`config.mk`:
```
export PLATFORM = sky130hd
export DESIGN_NAME = acw_core
export DESIGN_NICKNAME = d
export VERILOG_FILES = /design/src/acw_pkg.sv /design/src/acw_gate_pair.sv /design/src/acw_core.sv
export SDC_FILE = /design/constraint.sdc
export NUM_CORES = 1
export LEC_CHECK = 0
export ABC_AREA = 0
export BUFFER_PORTS_ARGS = -buffer_cell sky130_fd_sc_hd__buf_2
export CAP_MARGIN = 20
export CORE_ASPECT_RATIO = 0.8
export CORE_MARGIN = 3
export CORE_UTILIZATION = 35
export DETAILED_ROUTE_END_ITERATION = 10
export SYNTH_ARGS = -nofsm -noshare
export SYNTH_HDL_FRONTEND = slang
export SYNTH_SLANG_ARGS = --single-unit
```
`constraint.sdc`:
```
create_clock -name sys_clk -period 10.6 [get_ports sys_clk]
set_clock_uncertainty 0.05 [all_clocks]
set_input_delay 1.59 -clock sys_clk [delete_from_list [all_inputs] [get_ports sys_clk]]
set_output_delay 1.59 -clock sys_clk [all_outputs]
set_load 0.05 [all_outputs]
```
`src/acw_pkg.sv`:
```
// constants for the amplifier control word and drive mode block
package acw_pkg;
  localparam int unsigned SYS_CLK_HZ     = 20000000;
  localparam int unsigned WORD_BITS      = 72;
  localparam int unsigned PRE_BITS       = 8;
  localparam int unsigned REG_BITS       = 64;
  localparam int unsigned CNT_W          = 7;
  localparam logic [6:0]  CNT_LAST       = 7'h47;
  localparam logic [6:0]  CNT_DIR_BIT    = 7'h07;
  // reference code value is arbitrary, chosen only to mark our own preamble
  localparam logic [3:0]  SILICON_REF    = 4'h6;
  localparam logic [1:0]  DIR_READ       = 2'h3;
  localparam logic [1:0]  DIR_WRITE      = 2'h2;
  localparam logic [1:0]  CHIP_ADDR      = 2'h0;
  localparam int unsigned LEFT_LSB       = 0;
  localparam int unsigned RIGHT_LSB      = 9;
  localparam int unsigned VOL_W          = 9;
  localparam int unsigned LOW_DIR_BIT    = 18;
  localparam int unsigned LOW_GAIN_LSB   = 19;
  localparam int unsigned LOW_CORNER_LSB = 23;
  localparam int unsigned HIGH_DIR_BIT   = 25;
  localparam int unsigned HIGH_GAIN_LSB  = 26;
  localparam int unsigned HIGH_CORNER_LSB = 30;
  localparam logic [8:0]  VOL_RESET      = 9'h0FA;
  localparam logic [63:0] REG_RESET      = {28'h0000000, 18'h0, VOL_RESET, VOL_RESET};
  localparam int unsigned MUTE_HOLD_MS   = 500;
  localparam int unsigned MUTE_HOLD_CYC  = MUTE_HOLD_MS * (SYS_CLK_HZ / 1000);
  localparam int unsigned DEAD_CYC       = 1;
  typedef enum logic [1:0] {
    ACW_IDLE  = 2'b00,
    ACW_SHIFT = 2'b01,
    ACW_READ  = 2'b10,
    ACW_BAD   = 2'b11
  } acw_link_t;
endpackage

```
`src/acw_gate_pair.sv`:
```
// one n/p gate-drive pair with optional dead time
`timescale 1ns/100ps
module acw_gate_pair (
  input  wire logic sys_clk,
  input  wire logic rst_n,
  input  wire logic level,
  input  wire logic enable,
  input  wire logic dead_en,
  output logic      gate_n,
  output logic      gate_p
);
  logic level_r;
  logic gap_r;

  always_ff @(posedge sys_clk or negedge rst_n) begin
    if (!rst_n) begin
      level_r <= 1'b0;
      gap_r   <= 1'b0;
    end else begin
      level_r <= level;
      gap_r   <= dead_en && (level != level_r);
    end
  end

  // gate_n on for high level, gate_p for low; both off while disabled or in gap
  always_ff @(posedge sys_clk or negedge rst_n) begin
    if (!rst_n) begin
      gate_n <= 1'b0;
      gate_p <= 1'b0;
    end else if (!enable) begin
      gate_n <= 1'b0;
      gate_p <= 1'b0;
    end else if (dead_en && ((level != level_r) || gap_r)) begin
      gate_n <= 1'b0;
      gate_p <= 1'b0;
    end else begin
      gate_n <= level;
      gate_p <= !level;
    end
  end
endmodule

```
`src/acw_core.sv`:
```
// serial control word, control register fields and gated pwm drive
`timescale 1ns/100ps
// What this block does
// mute pin low forces every gate output off.
// after mute release outputs stay off about half a second.
// eight gate outputs, four per channel, two n/p pairs each.
// select pins 00 gives no dead time, 10 gives dead time.
// without dead time both gates of a pair switch together.
// with dead time the active gate turns off before the other turns on.
// the gap is derived from the clock, about half a master period; here it is fixed at two system cycles.
// each word is 72 bits: 8 preamble then 64 data.
// host drives both chip address bits low.
// preamble carries silicon reference then two direction bits.
// enable low for exactly 72 clocks or the word is dropped.
// on read, data pin turns to output after direction bit.
// host keeps enable high three master clocks between words.
// 64-bit register resets to zero except stated fields.
// data goes most significant bit first, bit zero last.
// volume codes: left bits 0-8, right bits 9-17.
// both volumes reset to code 011111010, minus 2 dB.
// bit 18 selects bass boost (1) or cut (0).
// bits 19-22 give bass gain magnitude.
// bits 23-24 select the bass corner.
// bit 25 selects treble boost (1) or cut (0).
// bits 26-29 give treble gain magnitude.
// bits 30-31 select the treble corner.
// corner code 11 is stored and read back, not used.
module acw_core #(
  parameter int unsigned MUTE_HOLD = acw_pkg::MUTE_HOLD_CYC
) (
  input  wire logic        sys_clk,
  input  wire logic        arst_n,
  input  wire logic        master_clock_pin,
  input  wire logic        serial_enable_n,
  input  wire logic        serial_clock_line,
  input  wire logic        serial_data_line_i,
  output logic             serial_data_line_o,
  output logic             serial_data_line_oe_n,
  input  wire logic        mute_n,
  input  wire logic        drive_select_a,
  input  wire logic        drive_select_b,
  input  wire logic [1:0]  pwm_left,
  input  wire logic [1:0]  pwm_right,
  output logic [3:0]       gate_left,
  output logic [3:0]       gate_right,
  output logic [8:0]       left_gain_code,
  output logic [8:0]       right_gain_code,
  output logic             low_tone_direction,
  output logic [3:0]       low_tone_gain,
  output logic [1:0]       low_tone_corner,
  output logic             high_tone_direction,
  output logic [3:0]       high_tone_gain,
  output logic [1:0]       high_tone_corner,
  output logic             low_corner_valid,
  output logic             high_corner_valid,
  output logic             dead_time_on,
  output logic             drive_enabled
);
  logic        rst_a_r;
  logic        rst_n;
  logic [1:0]  sync_ck_r;
  logic [1:0]  sync_en_r;
  logic [1:0]  sync_da_r;
  logic [1:0]  sync_mute_r;
  logic [1:0]  sync_sa_r;
  logic [1:0]  sync_sb_r;
  logic        ck_d_r;
  logic        ck_rise;
  logic        ck_fall;
  logic        en_n;
  logic [63:0] ctrl_r;
  logic [63:0] shift_r;
  logic [7:0]  pre_r;
  logic [6:0]  cnt_r;
  logic [63:0] read_r;
  logic        out_en_r;
  logic        dout_r;
  acw_pkg::acw_link_t st_r;
  logic [31:0] hold_r;
  logic        drive_r;
  logic        dead_r;
  logic        master_unused;

  // reset release through two flops
  always_ff @(posedge sys_clk or negedge arst_n) begin
    if (!arst_n) begin
      rst_a_r <= 1'b0;
      rst_n   <= 1'b0;
    end else begin
      rst_a_r <= 1'b1;
      rst_n   <= rst_a_r;
    end
  end

  // serial, mute and select pins cross two flops before use; pwm inputs go straight to the gate pairs
  always_ff @(posedge sys_clk or negedge rst_n) begin
    if (!rst_n) begin
      sync_ck_r   <= 2'h0;
      sync_en_r   <= 2'h3;
      sync_da_r   <= 2'h0;
      sync_mute_r <= 2'h0;
      sync_sa_r   <= 2'h0;
      sync_sb_r   <= 2'h0;
      ck_d_r      <= 1'b0;
    end else begin
      sync_ck_r   <= {sync_ck_r[0], serial_clock_line};
      sync_en_r   <= {sync_en_r[0], serial_enable_n};
      sync_da_r   <= {sync_da_r[0], serial_data_line_i};
      sync_mute_r <= {sync_mute_r[0], mute_n};
      sync_sa_r   <= {sync_sa_r[0], drive_select_a};
      sync_sb_r   <= {sync_sb_r[0], drive_select_b};
      ck_d_r      <= sync_ck_r[1];
    end
  end

  assign ck_rise = sync_ck_r[1] && !ck_d_r;
  assign ck_fall = !sync_ck_r[1] && ck_d_r;
  assign en_n    = sync_en_r[1];
  // master clock only sets the gap length; the gap is two system cycles here
  assign master_unused = master_clock_pin;

  // serial word receiver: counts bits while enable is low
  always_ff @(posedge sys_clk or negedge rst_n) begin
    if (!rst_n) begin
      st_r    <= acw_pkg::ACW_IDLE;
      cnt_r   <= 7'h00;
      pre_r   <= 8'h00;
      shift_r <= 64'h0;
    end else begin
      case (st_r)
        acw_pkg::ACW_IDLE: begin
          cnt_r <= 7'h00;
          if (!en_n) begin
            st_r <= acw_pkg::ACW_SHIFT;
          end
        end
        acw_pkg::ACW_SHIFT, acw_pkg::ACW_READ: begin
          if (en_n) begin
            st_r <= acw_pkg::ACW_IDLE;
          end else if (ck_rise) begin
            if (cnt_r < 7'(acw_pkg::PRE_BITS)) begin
              pre_r <= {pre_r[6:0], sync_da_r[1]};
            end else begin
              shift_r <= {shift_r[62:0], sync_da_r[1]};
            end
            // a 73rd rising clock makes the word too long
            if (cnt_r == 7'(acw_pkg::WORD_BITS)) begin
              st_r <= acw_pkg::ACW_BAD;
            end
            cnt_r <= cnt_r + 7'h01;
            if (cnt_r == acw_pkg::CNT_DIR_BIT &&
                {pre_r[6:0], sync_da_r[1]} == {acw_pkg::CHIP_ADDR, acw_pkg::SILICON_REF,
                                               acw_pkg::DIR_READ}) begin
              st_r <= acw_pkg::ACW_READ;
            end
          end
        end
        acw_pkg::ACW_BAD: begin
          if (en_n) begin
            st_r <= acw_pkg::ACW_IDLE;
          end
        end
        default: st_r <= acw_pkg::ACW_IDLE;
      endcase
    end
  end

  // commit only a complete 72-bit write word with valid preamble
  always_ff @(posedge sys_clk or negedge rst_n) begin
    if (!rst_n) begin
      ctrl_r <= acw_pkg::REG_RESET;
    end else if (en_n && st_r == acw_pkg::ACW_SHIFT && cnt_r == 7'(acw_pkg::WORD_BITS) &&
                 pre_r == {acw_pkg::CHIP_ADDR, acw_pkg::SILICON_REF,
                           acw_pkg::DIR_WRITE}) begin
      ctrl_r <= shift_r;
    end
  end

  // read-back: pin turns to output on falling edge after direction bit
  always_ff @(posedge sys_clk or negedge rst_n) begin
    if (!rst_n) begin
      out_en_r <= 1'b0;
      dout_r   <= 1'b0;
      read_r   <= 64'h0;
    end else if (st_r != acw_pkg::ACW_READ || en_n) begin
      out_en_r <= 1'b0;
      read_r   <= ctrl_r;
    end else if (ck_fall) begin
      out_en_r <= 1'b1;
      dout_r   <= read_r[63];
      read_r   <= {read_r[62:0], 1'b0};
    end
  end

  assign serial_data_line_o    = dout_r;
  assign serial_data_line_oe_n = !out_en_r;

  // mute and the post-release hold; a long counter traded for simple logic
  always_ff @(posedge sys_clk or negedge rst_n) begin
    if (!rst_n) begin
      hold_r  <= 32'h0;
      drive_r <= 1'b0;
    end else if (!sync_mute_r[1]) begin
      hold_r  <= 32'h0;
      drive_r <= 1'b0;
    end else if (hold_r < MUTE_HOLD) begin
      hold_r  <= hold_r + 32'h1;
      drive_r <= 1'b0;
    end else begin
      drive_r <= 1'b1;
    end
  end

  // 10 selects dead time; 00 and undefined codes run without
  always_ff @(posedge sys_clk or negedge rst_n) begin
    if (!rst_n) begin
      dead_r <= 1'b0;
    end else begin
      dead_r <= sync_sa_r[1] && !sync_sb_r[1];
    end
  end

  // two pairs per channel: a/b and c/d
  for (genvar g = 0; g < 4; g++) begin : g_pair
    logic lvl;
    logic [1:0] pair;
    assign lvl = (g < 2) ? pwm_left[g % 2] : pwm_right[g % 2];
    acw_gate_pair u_pair (
      .sys_clk (sys_clk),
      .rst_n   (rst_n),
      .level   (lvl),
      .enable  (drive_r),
      .dead_en (dead_r),
      .gate_n  (pair[0]),
      .gate_p  (pair[1])
    );
    if (g < 2) begin : g_l
      assign gate_left[2*g +: 2] = pair;
    end else begin : g_r
      assign gate_right[2*(g-2) +: 2] = pair;
    end
  end

  assign left_gain_code      = ctrl_r[acw_pkg::LEFT_LSB +: 9];
  assign right_gain_code     = ctrl_r[acw_pkg::RIGHT_LSB +: 9];
  assign low_tone_direction  = ctrl_r[acw_pkg::LOW_DIR_BIT];
  assign low_tone_gain       = ctrl_r[acw_pkg::LOW_GAIN_LSB +: 4];
  assign low_tone_corner     = ctrl_r[acw_pkg::LOW_CORNER_LSB +: 2];
  assign high_tone_direction = ctrl_r[acw_pkg::HIGH_DIR_BIT];
  assign high_tone_gain      = ctrl_r[acw_pkg::HIGH_GAIN_LSB +: 4];
  assign high_tone_corner    = ctrl_r[acw_pkg::HIGH_CORNER_LSB +: 2];
  assign low_corner_valid    = low_tone_corner != 2'h3;
  assign high_corner_valid   = high_tone_corner != 2'h3;
  assign dead_time_on        = dead_r;
  assign drive_enabled       = drive_r;
endmodule

```
; ---- Word-level counts from Yosys, hierarchy flattened
; Index checks and enable logic that the tools add are counted.
[word_totals]
word_cells = 135
regBits = 276
inputBits = 13
[classes]
magnitude_cmp = 2
n_reduce_logical = 37
add_sub_neg = 2
eq_ne = 21
muxes = 34
n_bitwise = 3
[op_table]
columns = op, count
row1 = 64-bit 2-to-1 mux, 2
row2 = 32-bit 2-to-1 mux, 2
row3 = 32-bit by 1-bit adder with 32-bit output (second input constant), 1
row4 = 32-bit by 24-bit less-than comparator with 1-bit output (second input constant), 1
row5 = 1-bit 2-to-1 mux, 20
row6 = 8-bit by 5-bit equality test with 1-bit output (second input constant), 2
row7 = 1-bit logical AND, 15
row8 = 7-bit 2-to-1 mux, 2
row9 = 2-bit != test (second input constant), 7
row10 = 7-bit one-hot mux with 2 select lines, 1
row11 = 2-bit 2-to-1 mux, 6
row12 = 4-bit AND reduction, 3
row13 = 1-bit logical NOT, 8
row14 = 7-bit by 1-bit adder with 7-bit output (second input constant), 1
row15 = 7-bit by 3-bit equality test with 1-bit output (second input constant), 1
row16 = 7-bit equality test (second input constant), 1
row17 = 7-bit by 4-bit less-than comparator with 1-bit output (second input constant), 1
row18 = 2-bit one-hot mux with 3 select lines, 1
row19 = 1-bit logical OR, 5
row20 = 2-bit equality test (second input constant), 2
row21 = 1-bit != test, 4
row22 = 4-bit != test (second input constant), 1
row23 = 2-bit nonzero test, 2
row24 = 3-bit != test (second input constant), 1
row25 = other kinds (7), 9

; ---- Depth between registers and ports, before layout
; Gate-level depths: netlist (run 1).
[logic_depth]
word_depth = 6
ltp_mapped = 8
mapped_depth_nobuf = 7

; ---- By module
; A second synthesis (run 1) with hierarchy kept.
[unflattened]
cells_unflattened = 906
hier_area_um2 = 11488.5
[modules_own_cells]
columns = module, n_inst, seq_area_each_um2, area_each_um2, cells_each
row1 = acw_core, 1, 6523.8, 10908.0, 862
row2 = acw_gate_pair, 4, 100.1, 145.1, 11

; ---- Worst setup path before layout (run 1)
; No wires, ideal clock.
[synth_path]
kind = reg2out
startpoint = register ctrl_r[30]
endpoint = output port high_corner_valid
arrival_time_ps = 728
slack_ps = 8232
stages_incl_launch_ff = 2
cell_sequence = dfrtp_1 -> nand2_1
[synth_between]
elab_chain_cells = 1
[synth_lines]
columns = element, line
row1 = start: declaration, acw_core.sv:71  ; logic [63:0] ctrl_r;
row2 = start signal: assignment, acw_core.sv:171  ; ctrl_r <= acw_pkg::REG_RESET;
row3 = start signal: assignment, acw_core.sv:175  ; ctrl_r <= shift_r;
row4 = 2-bit != test, acw_core.sv:253  ; assign high_corner_valid = high_tone_corner != 2'h3;
row5 = end: declaration, acw_core.sv:55  ; output logic high_corner_valid,
; No other way between the ends.

; ---- Worst setup path in the final report (run 1)
[layout_path]
startpoint = register dead_r (netlist: dead_time_on)
endpoint = output port dead_time_on
[layout_lines]
columns = element, line
row1 = start: declaration, acw_core.sv:81  ; logic dead_r;
row2 = start signal: assignment, acw_core.sv:219  ; dead_r <= sync_sa_r[1] && !sync_sb_r[1];
row3 = end: declaration, acw_core.sv:56  ; output logic dead_time_on,
; No word-level cell between the ends.

==> summary.txt, run 1 <==
Status: completed
Comb power frac: 6.2%
CP Class: reg -> out
Initial antenna violation count: 0
P per Cell Area: 176 mW/mm^2
CTS root buffer: clkbuf_16
Top_reg_cell synth: dfrtp_1
Final hold viol count: 0
Drt drc: 0
Post-synth EDFFs: 0
Vias post-DR: 6,627
Worst hold path depth: 0
Placed cell area: 0.0120 mm^2
Ant. Diodes: 0
RSZ-0062 raised after global routing: false
Tmin final: 3110 ps
Sequential power share: 48.4%
Final Power: 2280 uW
DR iter-0 viols: 370
TritonCTS clock tree: done
Drt first pass iters: 4
Most frequent cells in the layout: dfrtp_1 (261), mux2_2 (138), nand2_1 (91), o21ai_0 (73), mux2i_1 (68)
Clock Tree Buf Depth: 3
Resized Gates After CTS: 0
Crit path DAT: 1470 ps
ANT nets after route: 0
Wire per inst: 14.0 um
Peak supply drop: 0.104 mV
Clock share of power: 45.4%
Cell Rows: 58
Area growth, synth to finish: 12.5%
DP Cell Count: 1,314
Final HPWL DP: 11.3 mm
WP depth: 1
Ys async rst share: 100%
Total of max-cap violations: 0
Total global routing overflow: 0
Total die area: 0.0353 mm^2
Synth cell types: 49
CTS buffer count: 28
Gr usage total: 10.8%
Clock insertion delay at the later pin of the skew report: 550 ps
Synthesized area per cell: 12.7 um^2
Detailed Route WL: 19.1 mm
Initial Util: 36.1%
Critical Path Sink Type: primary output
Clock sink total: 276
Die X: 209 um
Finished Cell Area: 0.0130 mm^2
Max Slew Vio Count: 0
First-pass GRT wire length: 32.9 mm
Die Ht: 169 um
Startpoint types: flip-flop
WP data required: 8960 ps
Largest net degree at the start of global routing: 91
# H-tree levels: 1
Top delay family on crit path: flip-flops
Input/output buffers: 57
Ratio of cells with drive above 1 in the final layout: 28.6%
Worst-path clk slew: 60 ps
Crit-path max FO: 13
P_int: 1760 uW
Sw Pwr: 521 uW
Setup TNS: 0 ps
Final std cells w/o fill: 1,367
Nets: 946
Yosys reg bits: 276
Final Util: 40.6%
Buffers & Inverters on Critical Path: 1
Post-Synthesis Cells: 911
Sw frac: 22.8%
Slowest CP cell: dfrtp_1
I/O pin count: 59
Slew Limit Headroom: 37.0%
Post-Syn Nets: 931
Core Footprint: 0.0320 mm^2
Final Cycle Share: 29.3%
Final GP Congestion: 0.743
Number of synthesis warnings: 0
Worst-path cell chain: buf_2
Commonest non-fill, non-tap cell in the layout: dfrtp_1
Share of the yosys chip area belonging to registers: 59.9%
Worst slew pin tran: 945 ps
Hold Path Class: reg -> reg
Setup-failing EPs final: 0
Via-to-Cell Ratio: 4.85
Vias in the first global route: 6,522
Slowest stage delay, CP: 580 ps
Leak: 0.00609 uW
Setup bufs post-CTS: 0
CTS Hold Bufs: 0
Mapped cell area: 0.0116 mm^2
Fmax: 322 MHz
Cell depth of the worst flop-to-flop path: 2
## metrics by stage
| stage | setup WS (ps) | hold slack (ps) |
|---|---|---|
| after detailed placement | 7750 | 285 |
| after global placement | 7770 | 282 |
| after CTS | 7440 | 299 |
| after global routing | 7420 | 304 |
| after floorplan | 2310 | 281 |
| final | 7490 | 297 |
## final cells by class
| cell class | count | area (um^2) |
|---|---|---|
| fillers | 2992 | 19000 |
| flip-flops and latches | 276 | 6930 |
| multi-input cells | 544 | 4160 |
| clock buffers | 37 | 764 |
| well taps | 420 | 526 |
| repair buffers | 66 | 380 |
| clock inverters | 14 | 213 |
| inverters | 10 | 37.5 |
## synth_stat cells (5+ instances only)
| cell | number | area [um^2] |
|---|---|---|
| nand2_1 | 91 | 342 |
| or4_1 | 7 | 52.6 |
| clkbuf_1 | 20 | 75.1 |
| buf_2 | 20 | 100 |
| dfstp_2 | 14 | 368 |
| o31ai_1 | 8 | 60.1 |
| nor4_1 | 7 | 43.8 |
| mux2i_1 | 68 | 681 |
| nor3_1 | 7 | 35.0 |
| a21oi_1 | 13 | 65.1 |
| dfrtp_1 | 262 | 6560 |
| and3b_1 | 5 | 43.8 |
| and3_1 | 8 | 50.1 |
| and2_1 | 5 | 31.3 |
| nor2_1 | 28 | 105 |
| ha_1 | 7 | 87.6 |
| o21ai_0 | 73 | 365 |
| inv_1 | 9 | 33.8 |
| nand3_1 | 13 | 65.1 |
| o21a_1 | 5 | 37.5 |
| mux2_2 | 138 | 1550 |
| xor2_1 | 8 | 70.1 |
| xnor2_1 | 6 | 52.6 |
| nand2b_1 | 10 | 62.6 |
| buf_4 | 39 | 293 |
## final timing paths
| check | slack [ps] | end | from |
|---|---|---|---|
| worst max-delay path | 7490 | dead_time_on | dead_time_on |
| min in group asynchronous | 370 | sync_ck_r[0] | rst_n |
| worst min register to register | 300 | sync_da_r[1] | sync_da_r[0] |
| worst max register to register | 7970 | pre_r[1] | rst_n |
| worst min-delay path | 300 | sync_da_r[1] | sync_da_r[0] |
| max in group asynchronous | 7970 | pre_r[1] | rst_n |
## cell families after synthesis
family | count (synthesis) | synth area share [%]
multiplexers | 206 | 19.3
buffers and inverters | 91 | 4.44
XOR/XNOR | 14 | 1.06
other | 1 | 0.0324
AO/OA/AOI/OAI | 108 | 5.28
flip-flops | 276 | 59.9
adder cells (fa/ha/maj) | 7 | 0.757
AND/OR/NAND/NOR | 208 | 9.23
## routing by layer
metal  share of wire [%]  vias to the layer above  GRT usage, %
met5                   0                        -             0
met4                 1.6                        0          2.47
met3                 4.1                       30          2.37
met2                  43                       79          16.3
met1                  51                     3329          15.9
li1                    -                     3189             -
## power by group through the flow
stage,logic (uW),clock network [uW],registers [uW]
2_1_floorplan,103,0,1130
5_1_grt,162,1120,1110
3_3_place_gp,140,0,1120
3_5_place_dp,144,0,1120
6_report,142,1040,1100
4_1_cts,144,1070,1100
## registers in the layout, summed over array words and instances, names as in the netlist, 4 cells and up
| register | count |
|---|---|
| shift_r | 64 |
| g_pair.u_pair.level_r | 4 |
| hold_r | 32 |
| read_r | 64 |
| g_pair.u_pair.gate_p | 4 |
| cnt_r | 7 |
| g_pair.u_pair.gate_n | 4 |
| g_pair.u_pair.gap_r | 4 |
| pre_r | 8 |
| ctrl_r | 64 |
(Power assumes the default switching activity.)
==> run 2, diff against run 1 <==
==> constraint.sdc (replaced) <==
create_clock -name sys_clk -period 3.08 [get_ports sys_clk]
set_clock_uncertainty 0.05 [all_clocks]
set_input_delay 0.462 -clock sys_clk [delete_from_list [all_inputs] [get_ports sys_clk]]
set_output_delay 0.462 -clock sys_clk [all_outputs]
set_load 0.05 [all_outputs]
==> summary.txt, run 2 (synthesis gave the netlist of run 1 again) <==
Status: completed
Final std cells w/o fill: 1,383
WHS: 24.0 ps
Hold Crit Start: pwm_right[0]
Largest net degree at the start of global routing: 150
Area of the multi-input gates: 0.00416 mm^2
Total of max-cap violations: 0
ANT nets after route: 0
I/O pin count: 59
Initial Util: 36.1%
Initial antenna violation count: 0
RSZ-0062 raised after global routing: false
Crit-path max FO: 26
Detailed Route WL: 19.1 mm
CTS Hold Bufs: 9
Register area: 0.00693 mm^2
Worst-path clk slew: 60 ps
Drt drc: 0
Slew Limit Headroom: 46.9%
Cell depth of the worst flop-to-flop path: 6
Final HPWL DP: 11.2 mm
DR iter-0 viols: 378
Worst slew pin tran: 796 ps
Setup ws final: 552 ps
Peak supply drop: 0.370 mV
Wire per inst: 13.8 um
Vias in the first global route: 6,584
Via-to-Cell Ratio: 4.79
Die Ht: 169 um
CTS root buffer: clkbuf_16
WP data required: 3490 ps
Worst slack, placed: 481 ps
Critical Path Sink Type: flip-flop
Final hold viol count: 0
Fillers: 3,003
Gr usage total: 11.1%
Drt first pass iters: 5
Setup bufs post-CTS: 0
Cell Rows: 58
Most frequent cells in the layout: dfrtp_1 (261), mux2_2 (138), nand2_1 (91), o21ai_0 (73), mux2i_1 (68)
Die X: 209 um
Setup-failing EPs final: 0
P per Cell Area: 584 mW/mm^2
Startpoint types: flip-flop
Fmax: 396 MHz
Clock Tree Buf Depth: 3
Setup TNS: 0 ps
CP Class: reg -> reg
Hold Path Class: in -> reg
Hold Path End: g_pair[2].u_pair.level_r
Clock insertion delay at the later pin of the skew report: 550 ps
CTS buffer count: 29
Resized Gates After CTS: 0
Core Footprint: 0.0320 mm^2
Total die area: 0.0353 mm^2
Commonest non-fill, non-tap cell in the layout: dfrtp_1
Leak: 0.00614 uW
Tmin final: 2530 ps
First-pass GRT wire length: 33.6 mm
Ratio of cells with drive above 1 in the final layout: 28.3%
Reg2reg end: hold_r[22]
Clock sink total: 276
Total global routing overflow: 0
Final Power: 7670 uW
Ant. Diodes: 0
Input/output buffers: 57
Worst hold path depth: 1
# H-tree levels: 1
Max Slew Vio Count: 0
Final Cycle Share: 82.1%
R2R Setup Slk: 550 ps
Largest registers: ctrl_r: 64 flops, read_r: 64 flops, shift_r: 64 flops
Final GP Congestion: 0.742
Crit path DAT: 2940 ps
Vias post-DR: 6,628
TritonCTS clock tree: done
Nets: 960
Area growth, synth to finish: 13.6%
R2R Path Start: hold_r[18]
DP Cell Count: 1,318
## run 2: cell count changes in the layout (fill, tap and decap cells not counted)
cell           delta
clkbuf_16         +1
buf_4             -1
clkbuf_1          +4
buf_12            +5
bufinv_16         -4
clkbuf_8          +2
inv_16            +1
clkinv_8          -1
buf_8             -1
dlygate4sd3_1    +10
## run 2: final cells by class
| type | count | area share (%) |
|---|---|---|
| clock buffer | 44 | 6.34 |
| timing repair buffer | 79 | 4.25 |
| sequential | 276 | 52.7 |
| inverter | 10 | 0.286 |
| multi-input combinational | 544 | 31.6 |
| clock inverter | 10 | 0.734 |
| tap | 420 | 4.00 |
## run 2: through the flow
step / utilization [%] / area (um^2)
after floorplan: - / 11600
after global placement: 37.7 / 12100
after detailed placement: 37.7 / 12100
after CTS: 40.9 / 13100
after global routing: 41.0 / 13100
final: 41.0 / 13100
## run 2: worst max-delay path by stage
stage          startpoint          to  slack [ps]  depth (start not counted)
6_report       hold_r[18]  hold_r[22]         550                          6
3_3_place_gp   hold_r[15]   hold_r[7]         520                          5
2_1_floorplan       rst_n      ck_d_r         280                          0
5_1_grt           st_r[0]    pre_r[3]         380                          5
3_5_place_dp   hold_r[22]   hold_r[7]         480                          5
4_1_cts        hold_r[22]   hold_r[7]         460                          5
## run 2: where the power goes
group | internal [uW] | leakage, uW | switching, uW
Sequential | 3710 | 0.00375 | 74.2
Clock | 1960 | 0.000457 | 1410
Combinational | 198 | 0.00193 | 321
Total | 5870 | 0.00614 | 1800
## run 2: metal layers
| metal | track usage [%] | up-vias | wire length, um |
|---|---|---|---|
| met4 | 2.71 | 0 | 322 |
| met5 | 0 | - | 0 |
| met3 | 2.52 | 28 | 833 |
| li1 | - | 3229 | - |
| met2 | 16.8 | 96 | 8310 |
| met1 | 16.2 | 3275 | 9660 |
## run 2: worst max-delay path, stage by stage, from the launching register on
cell and delay, ps:
dfrtp_1 400, nor3_1 310, o2111ai_2 260, a21o_1 430
buf_16 260, or4_1 530, a21oi_1 190
